`src/fbhm_cfg.svh`:
```
`ifndef FBHM_CFG_SVH
`define FBHM_CFG_SVH

// Table geometry
`define FBHM_NUM_BLOCKS 16
`define FBHM_BLK_W 4
`define FBHM_CNT_W 16
// Wear and health thresholds
`define FBHM_WEAR_LIMIT 16'h0010
`define FBHM_REFRESH_THR 8'h30
`define FBHM_RETIRE_THR 8'h40
// Correction strength: bits per unit and unit size in bytes
`define FBHM_ECC_BITS 8'h48
`define FBHM_ECC_UNIT_BYTES 1024
// AXI register byte offsets
`define FBHM_REG_CTRL 12'h000
`define FBHM_REG_STATUS 12'h004
`define FBHM_REG_STATIC 12'h008
`define FBHM_REG_COUNTS 12'h00C
`define FBHM_REG_WEARSEL 12'h010
`define FBHM_REG_WEARVAL 12'h014
`define FBHM_REG_BADMAP 12'h018
// Control bit positions
`define FBHM_CTRL_FREEZE 0
// AXI responses
`define FBHM_RESP_OKAY 2'b00
`define FBHM_RESP_SLVERR 2'b10

`endif

```
`src/fbhm_pkg.sv`:
```
package fbhm_pkg;

    // Flash operation request from the media side
    typedef struct packed {
        logic [1:0] op;
        logic [3:0] blk;
    } fbhm_req_t;

    // Flash operation codes
    typedef enum logic [1:0] {
        FBHM_OP_READ = 2'b00,
        FBHM_OP_PROG = 2'b01,
        FBHM_OP_ERASE = 2'b10,
        FBHM_OP_ALLOC = 2'b11
    } fbhm_op_t;

    // Maintenance sequencer states
    typedef enum logic [2:0] {
        FBHM_IDLE = 3'b000,
        FBHM_SWAP = 3'b001,
        FBHM_REFRESH = 3'b010,
        FBHM_RELOCATE = 3'b011,
        FBHM_RETIRE = 3'b100
    } fbhm_state_t;

    // Job issued to the flash sequencer
    typedef struct packed {
        logic [1:0] kind;
        logic [3:0] src;
        logic [3:0] dst;
    } fbhm_job_t;

endpackage : fbhm_pkg

```
`src/fbhm_wear_cell.sv`:
```
`timescale 1ns/10ps
`include "fbhm_cfg.svh"
// One wear table entry: erase counter plus bad-block mark
module fbhm_wear_cell #(
    parameter int CNT_W = `FBHM_CNT_W
) (
    input wire logic clk,
    input wire logic rst,
    input wire logic eraseHit,
    input wire logic retireHit,
    output logic [CNT_W-1:0] eraseCnt,
    output logic isBad
);
    // Counter saturates so an old block never looks fresh again
    always_ff @(posedge clk or posedge rst) begin
        if (rst) begin
            eraseCnt <= '0;
        end else if (eraseHit && (eraseCnt != {CNT_W{1'b1}})) begin
            eraseCnt <= eraseCnt + 1'b1;
        end
    end

    // Bad mark is sticky until reset
    always_ff @(posedge clk or posedge rst) begin
        if (rst) begin
            isBad <= 1'b0;
        end else if (retireHit) begin
            isBad <= 1'b1;
        end
    end
endmodule : fbhm_wear_cell

```
`src/fbhm_health_mgr.sv`:
```
`timescale 1ns/10ps
`include "fbhm_cfg.svh"
// Operation
// - Count erases per block in wear table
// - Track static block in wear pointer
// - One spare pool across all chips
// - Worn spare block gets static data swapped
// - BCH corrects 72 bits per 1KB
// - Correction inline, host traffic unaffected
// - Refresh data when errors reach threshold
// - Relocate when errors exceed higher threshold
// - Mark relocated source bad, never allocate
// - Relocated data passes through correction
// - Freeze holds state, refuses host traffic
// - Freeze blocks new flash issue, program finishes
module fbhm_health_mgr import fbhm_pkg::*; #(
    parameter int NBLK = `FBHM_NUM_BLOCKS,
    parameter int CNT_W = `FBHM_CNT_W,
    parameter logic [CNT_W-1:0] WEAR_LIMIT = `FBHM_WEAR_LIMIT,
    parameter logic [7:0] REFRESH_THR = `FBHM_REFRESH_THR,
    parameter logic [7:0] RETIRE_THR = `FBHM_RETIRE_THR
) (
    input wire logic clk,
    input wire logic rst,
    // Media event stream
    input wire logic reqValid,
    output logic reqReady,
    input wire fbhm_req_t req,
    input wire logic [7:0] corrBits,
    input wire logic progBusy,
    // Host-side acceptance gate
    input wire logic hostReqIn,
    output logic hostAccept,
    // Power-fail warning
    input wire logic powerFail,
    // Maintenance job to the flash sequencer
    output logic jobValid,
    input wire logic jobReady,
    output fbhm_job_t job,
    output logic eccCorrectEn,
    output logic [3:0] allocBlk,
    // AXI4-Lite slave
    input wire logic [11:0] s_axi_awaddr,
    input wire logic s_axi_awvalid,
    output logic s_axi_awready,
    input wire logic [31:0] s_axi_wdata,
    input wire logic [3:0] s_axi_wstrb,
    input wire logic s_axi_wvalid,
    output logic s_axi_wready,
    output logic [1:0] s_axi_bresp,
    output logic s_axi_bvalid,
    input wire logic s_axi_bready,
    input wire logic [11:0] s_axi_araddr,
    input wire logic s_axi_arvalid,
    output logic s_axi_arready,
    output logic [31:0] s_axi_rdata,
    output logic [1:0] s_axi_rresp,
    output logic s_axi_rvalid,
    input wire logic s_axi_rready
);
    // Retire threshold must sit above refresh threshold
    localparam bit THR_OK = (RETIRE_THR > REFRESH_THR);

    fbhm_state_t state_ff; // Maintenance state
    fbhm_job_t job_ff; // Pending job payload
    logic jobValid_ff; // Job offered downstream
    logic [CNT_W-1:0] eraseCnt [NBLK]; // Wear table counts
    logic [NBLK-1:0] badMap; // Retired blocks
    logic [NBLK-1:0] eraseHit; // One-hot erase strobe
    logic [NBLK-1:0] retireHit; // One-hot retire strobe
    logic [3:0] staticPtr_ff; // Wear pointer to static block
    logic [3:0] spareCur_ff; // Round-robin pool cursor
    logic [3:0] allocBlk_ff; // Last block handed out
    logic [3:0] healthyBlk; // Next free healthy block
    logic freezeSw_ff; // Software freeze
    logic [15:0] refreshCnt_ff; // Refresh events
    logic [15:0] retireCnt_ff; // Retire events
    logic [3:0] wearSel_ff; // Table entry selector
    logic frozen; // Combined freeze
    logic reqFire; // Event accepted
    logic awTaken_ff; // Write address held
    logic wTaken_ff; // Write data held
    logic [11:0] awAddr_ff; // Latched write address
    logic [31:0] wData_ff; // Latched write data
    logic [3:0] wStrb_ff; // Latched strobes

    assign frozen = powerFail | freezeSw_ff;
    // Refuse host traffic while frozen
    assign hostAccept = hostReqIn & ~frozen;
    // Events stall while frozen or busy with maintenance
    assign reqReady = ~frozen & (state_ff == FBHM_IDLE) & ~jobValid_ff;
    assign reqFire = reqValid & reqReady;
    // No new job handed out while frozen; running program is not touched
    assign jobValid = jobValid_ff & ~frozen & ~progBusy;
    assign job = job_ff;
    // Relocation and refresh data always go through correction
    assign eccCorrectEn = 1'b1;
    assign allocBlk = allocBlk_ff;

    // Per-block wear entries
    genvar g;
    generate
        for (g = 0; g < NBLK; g++) begin : gWear
            assign eraseHit[g] = reqFire && (req.op == FBHM_OP_ERASE) && (req.blk == g);
            fbhm_wear_cell #(.CNT_W(CNT_W)) uCell (
                .clk(clk),
                .rst(rst),
                .eraseHit(eraseHit[g]),
                .retireHit(retireHit[g]),
                .eraseCnt(eraseCnt[g]),
                .isBad(badMap[g])
            );
        end
    endgenerate

    // Search the single shared pool for a healthy block after the cursor
    always_comb begin
        healthyBlk = spareCur_ff;
        for (int i = NBLK - 1; i >= 1; i--) begin
            if (!badMap[4'(spareCur_ff + 4'(i))] && (4'(spareCur_ff + 4'(i)) != staticPtr_ff)) begin
                healthyBlk = 4'(spareCur_ff + 4'(i));
            end
        end
    end

    // Retire strobe is one-hot on the job source in the retire state
    always_comb begin
        retireHit = '0;
        if (state_ff == FBHM_RETIRE) begin
            retireHit[job_ff.src] = 1'b1;
        end
    end

    // Static pointer: block with the lowest erase count among healthy ones
    always_ff @(posedge clk or posedge rst) begin
        if (rst) begin
            staticPtr_ff <= 4'h0;
        end else if (!frozen) begin
            for (int i = 0; i < NBLK; i++) begin
                if (!badMap[i] && (eraseCnt[i] < eraseCnt[staticPtr_ff])) begin
                    staticPtr_ff <= 4'(i);
                end
            end
            if (badMap[staticPtr_ff]) begin
                staticPtr_ff <= healthyBlk;
            end
        end
    end

    // Maintenance sequencer; holds steady while frozen
    always_ff @(posedge clk or posedge rst) begin
        if (rst) begin
            state_ff <= FBHM_IDLE;
            job_ff <= '0;
            jobValid_ff <= 1'b0;
            spareCur_ff <= 4'h0;
            allocBlk_ff <= 4'h0;
        end else if (!frozen) begin
            case (state_ff)
                FBHM_IDLE: begin
                    if (reqFire && req.op == FBHM_OP_ALLOC) begin
                        allocBlk_ff <= healthyBlk;
                        spareCur_ff <= healthyBlk;
                        if (eraseCnt[healthyBlk] > WEAR_LIMIT) begin
                            job_ff <= '{kind: 2'b00, src: staticPtr_ff, dst: healthyBlk};
                            jobValid_ff <= 1'b1;
                            state_ff <= FBHM_SWAP;
                        end
                    end else if (reqFire && req.op == FBHM_OP_READ) begin
                        if (THR_OK && corrBits > RETIRE_THR) begin
                            job_ff <= '{kind: 2'b10, src: req.blk, dst: healthyBlk};
                            jobValid_ff <= 1'b1;
                            spareCur_ff <= healthyBlk;
                            state_ff <= FBHM_RELOCATE;
                        end else if (corrBits >= REFRESH_THR) begin
                            job_ff <= '{kind: 2'b01, src: req.blk, dst: req.blk};
                            jobValid_ff <= 1'b1;
                            state_ff <= FBHM_REFRESH;
                        end
                    end
                end
                FBHM_SWAP, FBHM_REFRESH: begin
                    if (jobValid && jobReady) begin
                        jobValid_ff <= 1'b0;
                        state_ff <= FBHM_IDLE;
                    end
                end
                FBHM_RELOCATE: begin
                    if (jobValid && jobReady) begin
                        jobValid_ff <= 1'b0;
                        state_ff <= FBHM_RETIRE;
                    end
                end
                FBHM_RETIRE: begin
                    state_ff <= FBHM_IDLE;
                end
                default: begin
                    state_ff <= FBHM_IDLE;
                end
            endcase
        end
    end

    // Event counters for software; saturate rather than wrap
    always_ff @(posedge clk or posedge rst) begin
        if (rst) begin
            refreshCnt_ff <= 16'h0000;
            retireCnt_ff <= 16'h0000;
        end else begin
            if (state_ff == FBHM_REFRESH && jobValid && jobReady && refreshCnt_ff != 16'hFFFF) begin
                refreshCnt_ff <= refreshCnt_ff + 16'h0001;
            end
            if (state_ff == FBHM_RETIRE && !frozen && retireCnt_ff != 16'hFFFF) begin
                retireCnt_ff <= retireCnt_ff + 16'h0001;
            end
        end
    end

    // AXI write channel capture: address and data in either order
    always_ff @(posedge clk or posedge rst) begin
        if (rst) begin
            awTaken_ff <= 1'b0;
            wTaken_ff <= 1'b0;
            awAddr_ff <= 12'h000;
            wData_ff <= 32'h00000000;
            wStrb_ff <= 4'h0;
        end else begin
            if (s_axi_awvalid && s_axi_awready) begin
                awTaken_ff <= 1'b1;
                awAddr_ff <= s_axi_awaddr;
            end
            if (s_axi_wvalid && s_axi_wready) begin
                wTaken_ff <= 1'b1;
                wData_ff <= s_axi_wdata;
                wStrb_ff <= s_axi_wstrb;
            end
            if (awTaken_ff && wTaken_ff) begin
                awTaken_ff <= 1'b0;
                wTaken_ff <= 1'b0;
            end
        end
    end

    assign s_axi_awready = ~awTaken_ff & ~s_axi_bvalid;
    assign s_axi_wready = ~wTaken_ff & ~s_axi_bvalid;

    // Register writes and write response
    always_ff @(posedge clk or posedge rst) begin
        if (rst) begin
            s_axi_bvalid <= 1'b0;
            s_axi_bresp <= `FBHM_RESP_OKAY;
            freezeSw_ff <= 1'b0;
            wearSel_ff <= 4'h0;
        end else begin
            if (s_axi_bvalid && s_axi_bready) begin
                s_axi_bvalid <= 1'b0;
            end
            if (awTaken_ff && wTaken_ff) begin
                s_axi_bvalid <= 1'b1;
                s_axi_bresp <= `FBHM_RESP_OKAY;
                case (awAddr_ff[11:2])
                    10'(`FBHM_REG_CTRL >> 2): begin
                        if (wStrb_ff[0]) begin
                            freezeSw_ff <= wData_ff[`FBHM_CTRL_FREEZE];
                        end
                    end
                    10'(`FBHM_REG_WEARSEL >> 2): begin
                        if (wStrb_ff[0]) begin
                            wearSel_ff <= wData_ff[3:0];
                        end
                    end
                    10'(`FBHM_REG_STATUS >> 2), 10'(`FBHM_REG_STATIC >> 2),
                    10'(`FBHM_REG_COUNTS >> 2), 10'(`FBHM_REG_WEARVAL >> 2),
                    10'(`FBHM_REG_BADMAP >> 2): begin
                        s_axi_bresp <= `FBHM_RESP_OKAY; // Read-only, write ignored
                    end
                    default: begin
                        s_axi_bresp <= `FBHM_RESP_SLVERR;
                    end
                endcase
            end
        end
    end

    assign s_axi_arready = ~s_axi_rvalid;

    // Register reads, answered one cycle after the address is taken
    always_ff @(posedge clk or posedge rst) begin
        if (rst) begin
            s_axi_rvalid <= 1'b0;
            s_axi_rdata <= 32'h00000000;
            s_axi_rresp <= `FBHM_RESP_OKAY;
        end else if (s_axi_arvalid && s_axi_arready) begin
            s_axi_rvalid <= 1'b1;
            s_axi_rresp <= `FBHM_RESP_OKAY;
            case (s_axi_araddr[11:2])
                10'(`FBHM_REG_CTRL >> 2): s_axi_rdata <= {31'h0, freezeSw_ff};
                10'(`FBHM_REG_STATUS >> 2): s_axi_rdata <= {27'h0, powerFail, frozen, state_ff};
                10'(`FBHM_REG_STATIC >> 2): s_axi_rdata <= {24'h0, allocBlk_ff, staticPtr_ff};
                10'(`FBHM_REG_COUNTS >> 2): s_axi_rdata <= {retireCnt_ff, refreshCnt_ff};
                10'(`FBHM_REG_WEARSEL >> 2): s_axi_rdata <= {28'h0, wearSel_ff};
                10'(`FBHM_REG_WEARVAL >> 2): s_axi_rdata <= 32'(eraseCnt[wearSel_ff]);
                10'(`FBHM_REG_BADMAP >> 2): s_axi_rdata <= 32'(badMap);
                default: begin
                    s_axi_rdata <= 32'h00000000;
                    s_axi_rresp <= `FBHM_RESP_SLVERR;
                end
            endcase
        end else if (s_axi_rvalid && s_axi_rready) begin
            s_axi_rvalid <= 1'b0;
        end
    end
endmodule : fbhm_health_mgr

```
`config.mk`:
```
export PLATFORM = sky130hd
export DESIGN_NAME = fbhm_health_mgr
export DESIGN_NICKNAME = d
export VERILOG_FILES = /design/src/fbhm_pkg.sv /design/src/fbhm_wear_cell.sv /design/src/fbhm_health_mgr.sv
export VERILOG_INCLUDE_DIRS = /design/src
export SDC_FILE = /design/constraint.sdc
export NUM_CORES = 2
export LEC_CHECK = 0
export BUFFER_PORTS_ARGS = -buffer_cell sky130_fd_sc_hd__buf_2
export CELL_PAD_IN_SITES_DETAIL_PLACEMENT = 0
export CELL_PAD_IN_SITES_GLOBAL_PLACEMENT = 2
export CORE_MARGIN = 2
export CORE_UTILIZATION = 46
export CTS_BUF_LIST = sky130_fd_sc_hd__clkbuf_2 sky130_fd_sc_hd__clkbuf_4 sky130_fd_sc_hd__clkbuf_8
export DETAILED_ROUTE_END_ITERATION = 8
export PLACE_DENSITY_LB_ADDON = 0.3
export SLEW_MARGIN = 20
export SYNTH_ARGS = -nofsm -noshare
export SYNTH_HDL_FRONTEND = slang
export SYNTH_HIERARCHICAL = 1
export SYNTH_SLANG_ARGS = --single-unit
export TNS_END_PERCENT = 30
```
`constraint.sdc`:
```
create_clock -name clk -period 8.3 [get_ports clk]
set_input_delay 0.83 -clock clk [delete_from_list [all_inputs] [get_ports clk]]
set_output_delay 0.83 -clock clk [all_outputs]
set_load 0.03 [all_outputs]
```
Word level (Yosys, flattened, before mapping)
Index checks and enable logic that the tools add are counted.
{"block": "classes", "n_addsub": 33, "n_lt_le_gt_ge": 40, "n_eq_ne": 73, "mux": 110, "bitwise_logic": 19, "n_reduce_logical": 137}
{"op": "$add A16 B1 Y16 const B", "n": 18}
{"op": "$ne A16 B16 Y1 const B", "n": 18}
{"op": "$lt A16 B16 Y1", "n": 16}
{"op": "$pmux W32 S7", "n": 1}
{"op": "$bmux W16 S4", "n": 3}
{"op": "$mux W4", "n": 35}
{"op": "$mux W16", "n": 7}
{"op": "$lt A4 B5 Y1 const B", "n": 17}
{"op": "$logic_and A1 B1 Y1", "n": 79}
{"op": "$bmux W1 S4", "n": 16}
{"op": "$eq A10 B3 Y1 const B", "n": 6}
{"op": "$ne A4 B4 Y1", "n": 15}
{"op": "$mux W10", "n": 5}
{"op": "$eq A10 B2 Y1 const B", "n": 4}
{"op": "$add A4 B4 Y4 const B", "n": 8}
{"op": "$eq A4 B4 Y1 const B", "n": 8}
{"op": "$logic_not A1 Y1", "n": 32}
{"op": "$mux W1", "n": 31}
{"op": "$mux W3", "n": 7}
{"op": "$eq A10 B1 Y1 const B", "n": 2}
{"op": "$logic_not A10 Y1", "n": 2}
{"op": "$reduce_bool A17 Y1", "n": 1}
{"op": "$add A4 B3 Y4 const B", "n": 4}
{"op": "$eq A4 B3 Y1 const B", "n": 4}
{"op": "other kinds (39)", "n": 73}
{"block": "word_totals", "ff_bits": 392, "inputBits": 86, "out_inout_bits": 59}

Logic depth before layout (Yosys ltp)
{"block": "depth", "word_depth": 28, "mapped_depth": 25, "mapped_depth_nobuf": 18}

Cells and area by module
The synthesis kept the hierarchy.
{"mod": "fbhm_health_mgr", "n_inst": 1, "cells_each": 1908, "area_per_inst_um2": 18655.4}
{"mod": "fbhm_wear_cell (gWear[0].uCell ...)", "n_inst": 15, "cells_each": 76, "area_per_inst_um2": 860.8}
{"mod": "fbhm_wear_cell (gWear[9].uCell)", "n_inst": 1, "cells_each": 78, "area_per_inst_um2": 893.4}

Least setup slack after synthesis
Ideal clock, no wire load.
{"block": "synth_path", "path_type": "reg2reg", "from": "reg staticPtr_ff[0]", "to": "reg staticPtr_ff[2]", "setup_time_ns": 0.125, "t_arrival_ns": 5.435, "path_slack_ns": 2.741, "path_stages_with_launch": 21, "path_buffers": 3, "path_cell_list": "dfrtp_1 buf_4 buf_1 buf_1 mux4_2 mux4_2 inv_1 ha_1 a21o_1 a21o_1 a21o_1 a21o_1 a21o_1 a21o_1 a2111oi_0 o21ai_0 and2_1 nor3b_1 nand3_1 o31ai_1 mux2_2"}
{"block": "synth_via", "elab_chain_cells": 22}
{"element": "start, declared", "line": "fbhm_health_mgr.sv:71", "text": "logic [3:0] staticPtr_ff;"}
{"element": "start signal, assigned", "line": "fbhm_health_mgr.sv:141", "text": "staticPtr_ff <= 4'(i);"}
{"element": "start signal, assigned", "line": "fbhm_health_mgr.sv:145", "text": "staticPtr_ff <= healthyBlk;"}
{"element": "$not A4 Y5 (not written as such)", "line": "fbhm_health_mgr.sv:140", "text": "if (!badMap[i] && (eraseCnt[i] < eraseCnt[staticPtr_ff])) begin"}
{"element": "$bmux W16 S4", "line": "fbhm_health_mgr.sv:140"}
{"element": "$mux W16 (not written as such) (2 in a row)", "line": "fbhm_health_mgr.sv:140"}
{"element": "$lt A16 B16 Y1", "line": "fbhm_health_mgr.sv:140"}
{"element": "$logic_and A1 B1 Y1", "line": "fbhm_health_mgr.sv:140"}
{"element": "$mux W4 (15 in a row)", "line": "fbhm_health_mgr.sv:140"}
{"element": "$mux W4", "line": "fbhm_health_mgr.sv:144", "text": "if (badMap[staticPtr_ff]) begin"}
Several ways; a longest one is shown, not always the timed one. The select of a mux whose other input is x is not followed.
A chain may end at the register's enable or synchronous reset.

Worst setup path in the final report
{"block": "layout_path", "from": "reg spareCur_ff[1]", "to": "reg job_ff, in the netlist job[6]"}
{"block": "layout_via", "elab_chain_cells": 27}
{"element": "start, declared", "line": "fbhm_health_mgr.sv:72", "text": "logic [3:0] spareCur_ff;"}
{"element": "start signal, assigned", "line": "fbhm_health_mgr.sv:163", "text": "spareCur_ff <= healthyBlk;"}
{"element": "start signal, assigned", "line": "fbhm_health_mgr.sv:173", "text": "spareCur_ff <= healthyBlk;"}
{"element": "$add A4 B4 Y4", "line": "fbhm_health_mgr.sv:120, fbhm_health_mgr.sv:121"}
{"element": "$bmux W1 S4", "line": "fbhm_health_mgr.sv:120", "text": "if (!badMap[4'(spareCur_ff + 4'(i))] && (4'(spareCur_ff + 4'(i)) != staticPtr_ff)) begin"}
{"element": "$mux W1 (not written as such)", "line": "fbhm_health_mgr.sv:120"}
{"element": "$logic_not A1 Y1", "line": "fbhm_health_mgr.sv:120"}
{"element": "$logic_and A1 B1 Y1", "line": "fbhm_health_mgr.sv:120"}
{"element": "$mux W4 (14 in a row)", "line": "fbhm_health_mgr.sv:120"}
{"element": "$mux W4 *", "line": "fbhm_health_mgr.sv:120"}
{"element": "$not A4 Y5 (not written as such) *", "line": "fbhm_health_mgr.sv:164", "text": "if (eraseCnt[healthyBlk] > WEAR_LIMIT) begin"}
{"element": "$bmux W16 S4 *", "line": "fbhm_health_mgr.sv:164"}
{"element": "$mux W16 (not written as such) * (2 in a row)", "line": "fbhm_health_mgr.sv:164"}
{"element": "$gt A16 B5 Y1 *", "line": "fbhm_health_mgr.sv:164"}
{"element": "$ne A2 B1 Y1 (no source line) *"}
{"element": "$reduce_and A5 Y1 (no source line) *"}
{"element": "end signal, assigned", "line": "fbhm_health_mgr.sv:165", "text": "job_ff <= '{kind: 2'b00, src: staticPtr_ff, dst: healthyBlk};"}
{"element": "end signal, assigned", "line": "fbhm_health_mgr.sv:171", "text": "job_ff <= '{kind: 2'b10, src: req.blk, dst: healthyBlk};"}
{"element": "end signal, assigned", "line": "fbhm_health_mgr.sv:176", "text": "job_ff <= '{kind: 2'b01, src: req.blk, dst: req.blk};"}
{"element": "end, declared", "line": "fbhm_health_mgr.sv:65", "text": "fbhm_job_t job_ff;"}
Mark *: on every way between the ends. The rest lies on a longest branch, timed or not. The select of a mux whose other input is x is not followed.

==> results.cfg <==
[outcome]
status = completed

[layout]
fin_cells = 4285
final_cell_mix = 383 x dfrtp_1, 265 x ha_1, 217 x nand2_1
syn2layout_area_growth_pct = 10.9
drive_gt1_share_pct = 22.5
fill_cells = 6399
nets = 3632
final_common_cell = dfrtp_1

[timing]
finClkSkew_ns = 0.0567
tns_ns = 0
maxSlewViolCount = 0
period_share_pct = 84.6
rsz0062_at_grt = false
tightest_slew_ns = 1.24
hold_viol_final = 0
maxSlewHeadroom_pct = 16.8
finalWorstSetupSlack_ns = 1.28
period_needed_ns = 7.02
max_freq_ghz = 0.142
setup_violations = 0

[global_routing]
antenna_found_initial = 5
grt_pass1_wl_um = 179000
overflow = 0
grt_pass1_vias = 28203
grt_max_degree = 66
grt_util_all_layers_pct = 32.5

[die]
num_rows = 97
die_x_um = 270
start_util_pct = 46.4
die_h_um = 270
io_pins = 145
core_area_um2 = 69900
die_area_um2 = 72700

[routing]
vias = 28662
post-route-drc-count = 0
antenna_left = 0
drt-wirelength-per-cell_um = 27.9
routed_via_density = 6.69
firstDrtPassIters = 8
wirelength_um = 119000
drtIter0Drc = 2974

[worst_setup_path]
worstPathRequired_ns = 8.86
crit_path_frequent_cell = mux2i_1
cp_slowest_cell = xor2_1
arrival_ns = 7.58
worst-setup-path-type = reg -> reg
path_max_fanout = 33
crit_family = multiplexers
path_cells = buf_4, inv_1, ha_1, xor2_1, or4_1, nand2_1, mux2i_1, nor2_1, a2bb2oi_1, and3_4, mux2i_1, mux2_2, mux2i_1, o221ai_2, a21oi_2, mux2_1
crit_cells = 16
path_buf_inv = 2
cpPeakStageDelay_ns = 0.81
cp-end-kind = flop
reg2reg_depth = 16
crit_path_start_kind = flop

[pwr]
p_leak_nw = 16.3
ir_drop_mv = 0.244
powerDensity_nw_per_um2 = 226

[cts]
clk_pin_slew_worst_paths_ns = 0.06
cts_hold_buffers = 0
cts_tree = built
clock_tree.root_cell = clkbuf_8
cts_resized = 0
clock_path_buffers = 3
cts_setup_buffers = 0
htreeDepth = 3
clk_latency_ns = 0.73
cts_buffers = 76
cts.sinks = 388

[placed_design]
hpwl_um = 89700
dpl_worst_slack_ns = 1.44
io_buffers = 106
dp_cells = 4143
gp_congestion = 1.02

[logic_synthesis]
synth-edff-count = 0
netlist_area_um2 = 32500
avgSynthCellArea_um2 = 10.4
async_flop_share_pct = 100
synth.distinct_cells = 100
ys_warn_count = 6
yosys_most_used_dff = dfrtp_1
yosysSeqAreaShare_pct = 29.9
ys_seq_elements = 388
syn_inst = 3126

[worst_hold_path]
hold_depth = 2
hold_class = in -> reg

[flow_run]
cap_violations = 0
[worst reg2reg max path: stages, from the launching register on]
cell	delay, ns
dfrtp_1	0.32
buf_4	0.35
inv_1	0.33
ha_1	0.63
xor2_1	0.81
or4_1	0.25
nand2_1	0.09
mux2i_1	0.72
nor2_1	0.16
a2bb2oi_1	0.38
and3_4	0.67
mux2i_1	0.29
mux2_2	0.32
mux2i_1	0.29
o221ai_2	0.23
a21oi_2	0.67
mux2_1	0.39
[flip-flops by register name (all words and copies together) (netlist names), 10 cells and up]
name,flops
gWear.uCell/eraseCnt,256
gWear.uCell/isBad,16
awAddr_ff,10
job,10
s_axi_rdata,32
refreshCnt_ff,16
retireCnt_ff,16
[worst paths after layout]
kind                                                   from                                end  slack (ns)
max in group asynchronous                               rst          wearSel_ff[0]$_DFFE_PP0P_        6.30
worst max-delay path             spareCur_ff[1]$_DFFE_PP0P_                 job[6]$_DFFE_PP0P_        1.28
worst min register to register  s_axi_rdata[29]$_DFFE_PP0P_        s_axi_rdata[29]$_DFFE_PP0P_        0.48
min in group asynchronous                               rst  gWear[13].uCell/isBad$_DFFE_PP0P_        0.58
worst min-delay path                           s_axi_rready           s_axi_rvalid$_DFFE_PP0P_        0.29
worst max register to register   spareCur_ff[1]$_DFFE_PP0P_                 job[6]$_DFFE_PP0P_        1.28
[power breakdown]
part / leakage [nW] / switching (mW) / internal [mW] / total [mW]
Combinational: 10.0 / 2.26 / 1.34 / 3.60
Sequential: 5.31 / 0.265 / 2.03 / 2.29
Clock: 0.927 / 0.947 / 1.30 / 2.25
[final cells by class]
type	count	area, um2	share of cell area, %
clock buffer	113	1460	4.04
antenna	5	12.5	0.0347
clock inverter	24	317	0.879
multi-input combinational	2569	22000	61.1
inverter	67	254	0.705
tap	940	1180	3.27
sequential	388	9720	27.0
timing repair buffer	179	1080	3.00
[cell usage after synthesis, types with 60 or more instances]
library cell,number,share of area [%]
a21oi_1,157,2.4
o21a_1,64,1.5
nand4_1,106,2.0
nand2_1,218,2.5
inv_1,66,0.76
mux2_2,78,2.7
nor2_1,191,2.2
o21ai_0,100,1.5
nor3_1,86,1.3
nand3_1,156,2.4
dfrtp_1,388,30
ha_1,265,10
xnor2_1,86,2.3
mux4_2,180,12
xor2_1,60,1.6
mux2i_1,84,2.6
[cells by family (layout without fill, tap and decap cells)]
family | Yosys count | after routing | share of synthesized area (%)
AND/OR/NAND/NOR | 1163 | 1163 | 21.1
buffers and inverters | 170 | 383 | 2.36
multiplexers | 372 | 372 | 19.1
adder cells (fa/ha/maj) | 265 | 265 | 10.2
XOR/XNOR | 154 | 154 | 4.46
AO/OA/AOI/OAI | 612 | 612 | 12.8
other | 2 | 8 | 0.0231
flip-flops | 388 | 388 | 29.9
[metrics by stage]
step | area, um2 | total power, mW | hold slack, ns | utilization, %
global placement | 34200 | 5.79 | 0.459 | 49.0
global route | 36000 | 8.48 | 0.306 | 51.5
floorplan | 32500 | 4.78 | 0.438 | -
CTS | 36000 | 8.10 | 0.258 | 51.5
finish | 36000 | 8.14 | 0.294 | 51.5
detailed placement | 34200 | 5.82 | 0.468 | 49.0
[per-layer routing]
layer | part of all wire [%] | vias to the layer above | global-route usage, %
li1 | - | 12543 | -
met1 | 39 | 14106 | 41.0
met2 | 44 | 1584 | 50.6
met3 | 10 | 429 | 8.63
met4 | 6.1 | 0 | 17.9
met5 | 0 | - | 0.526
Note: power is estimated with default switching activity, not from simulation.
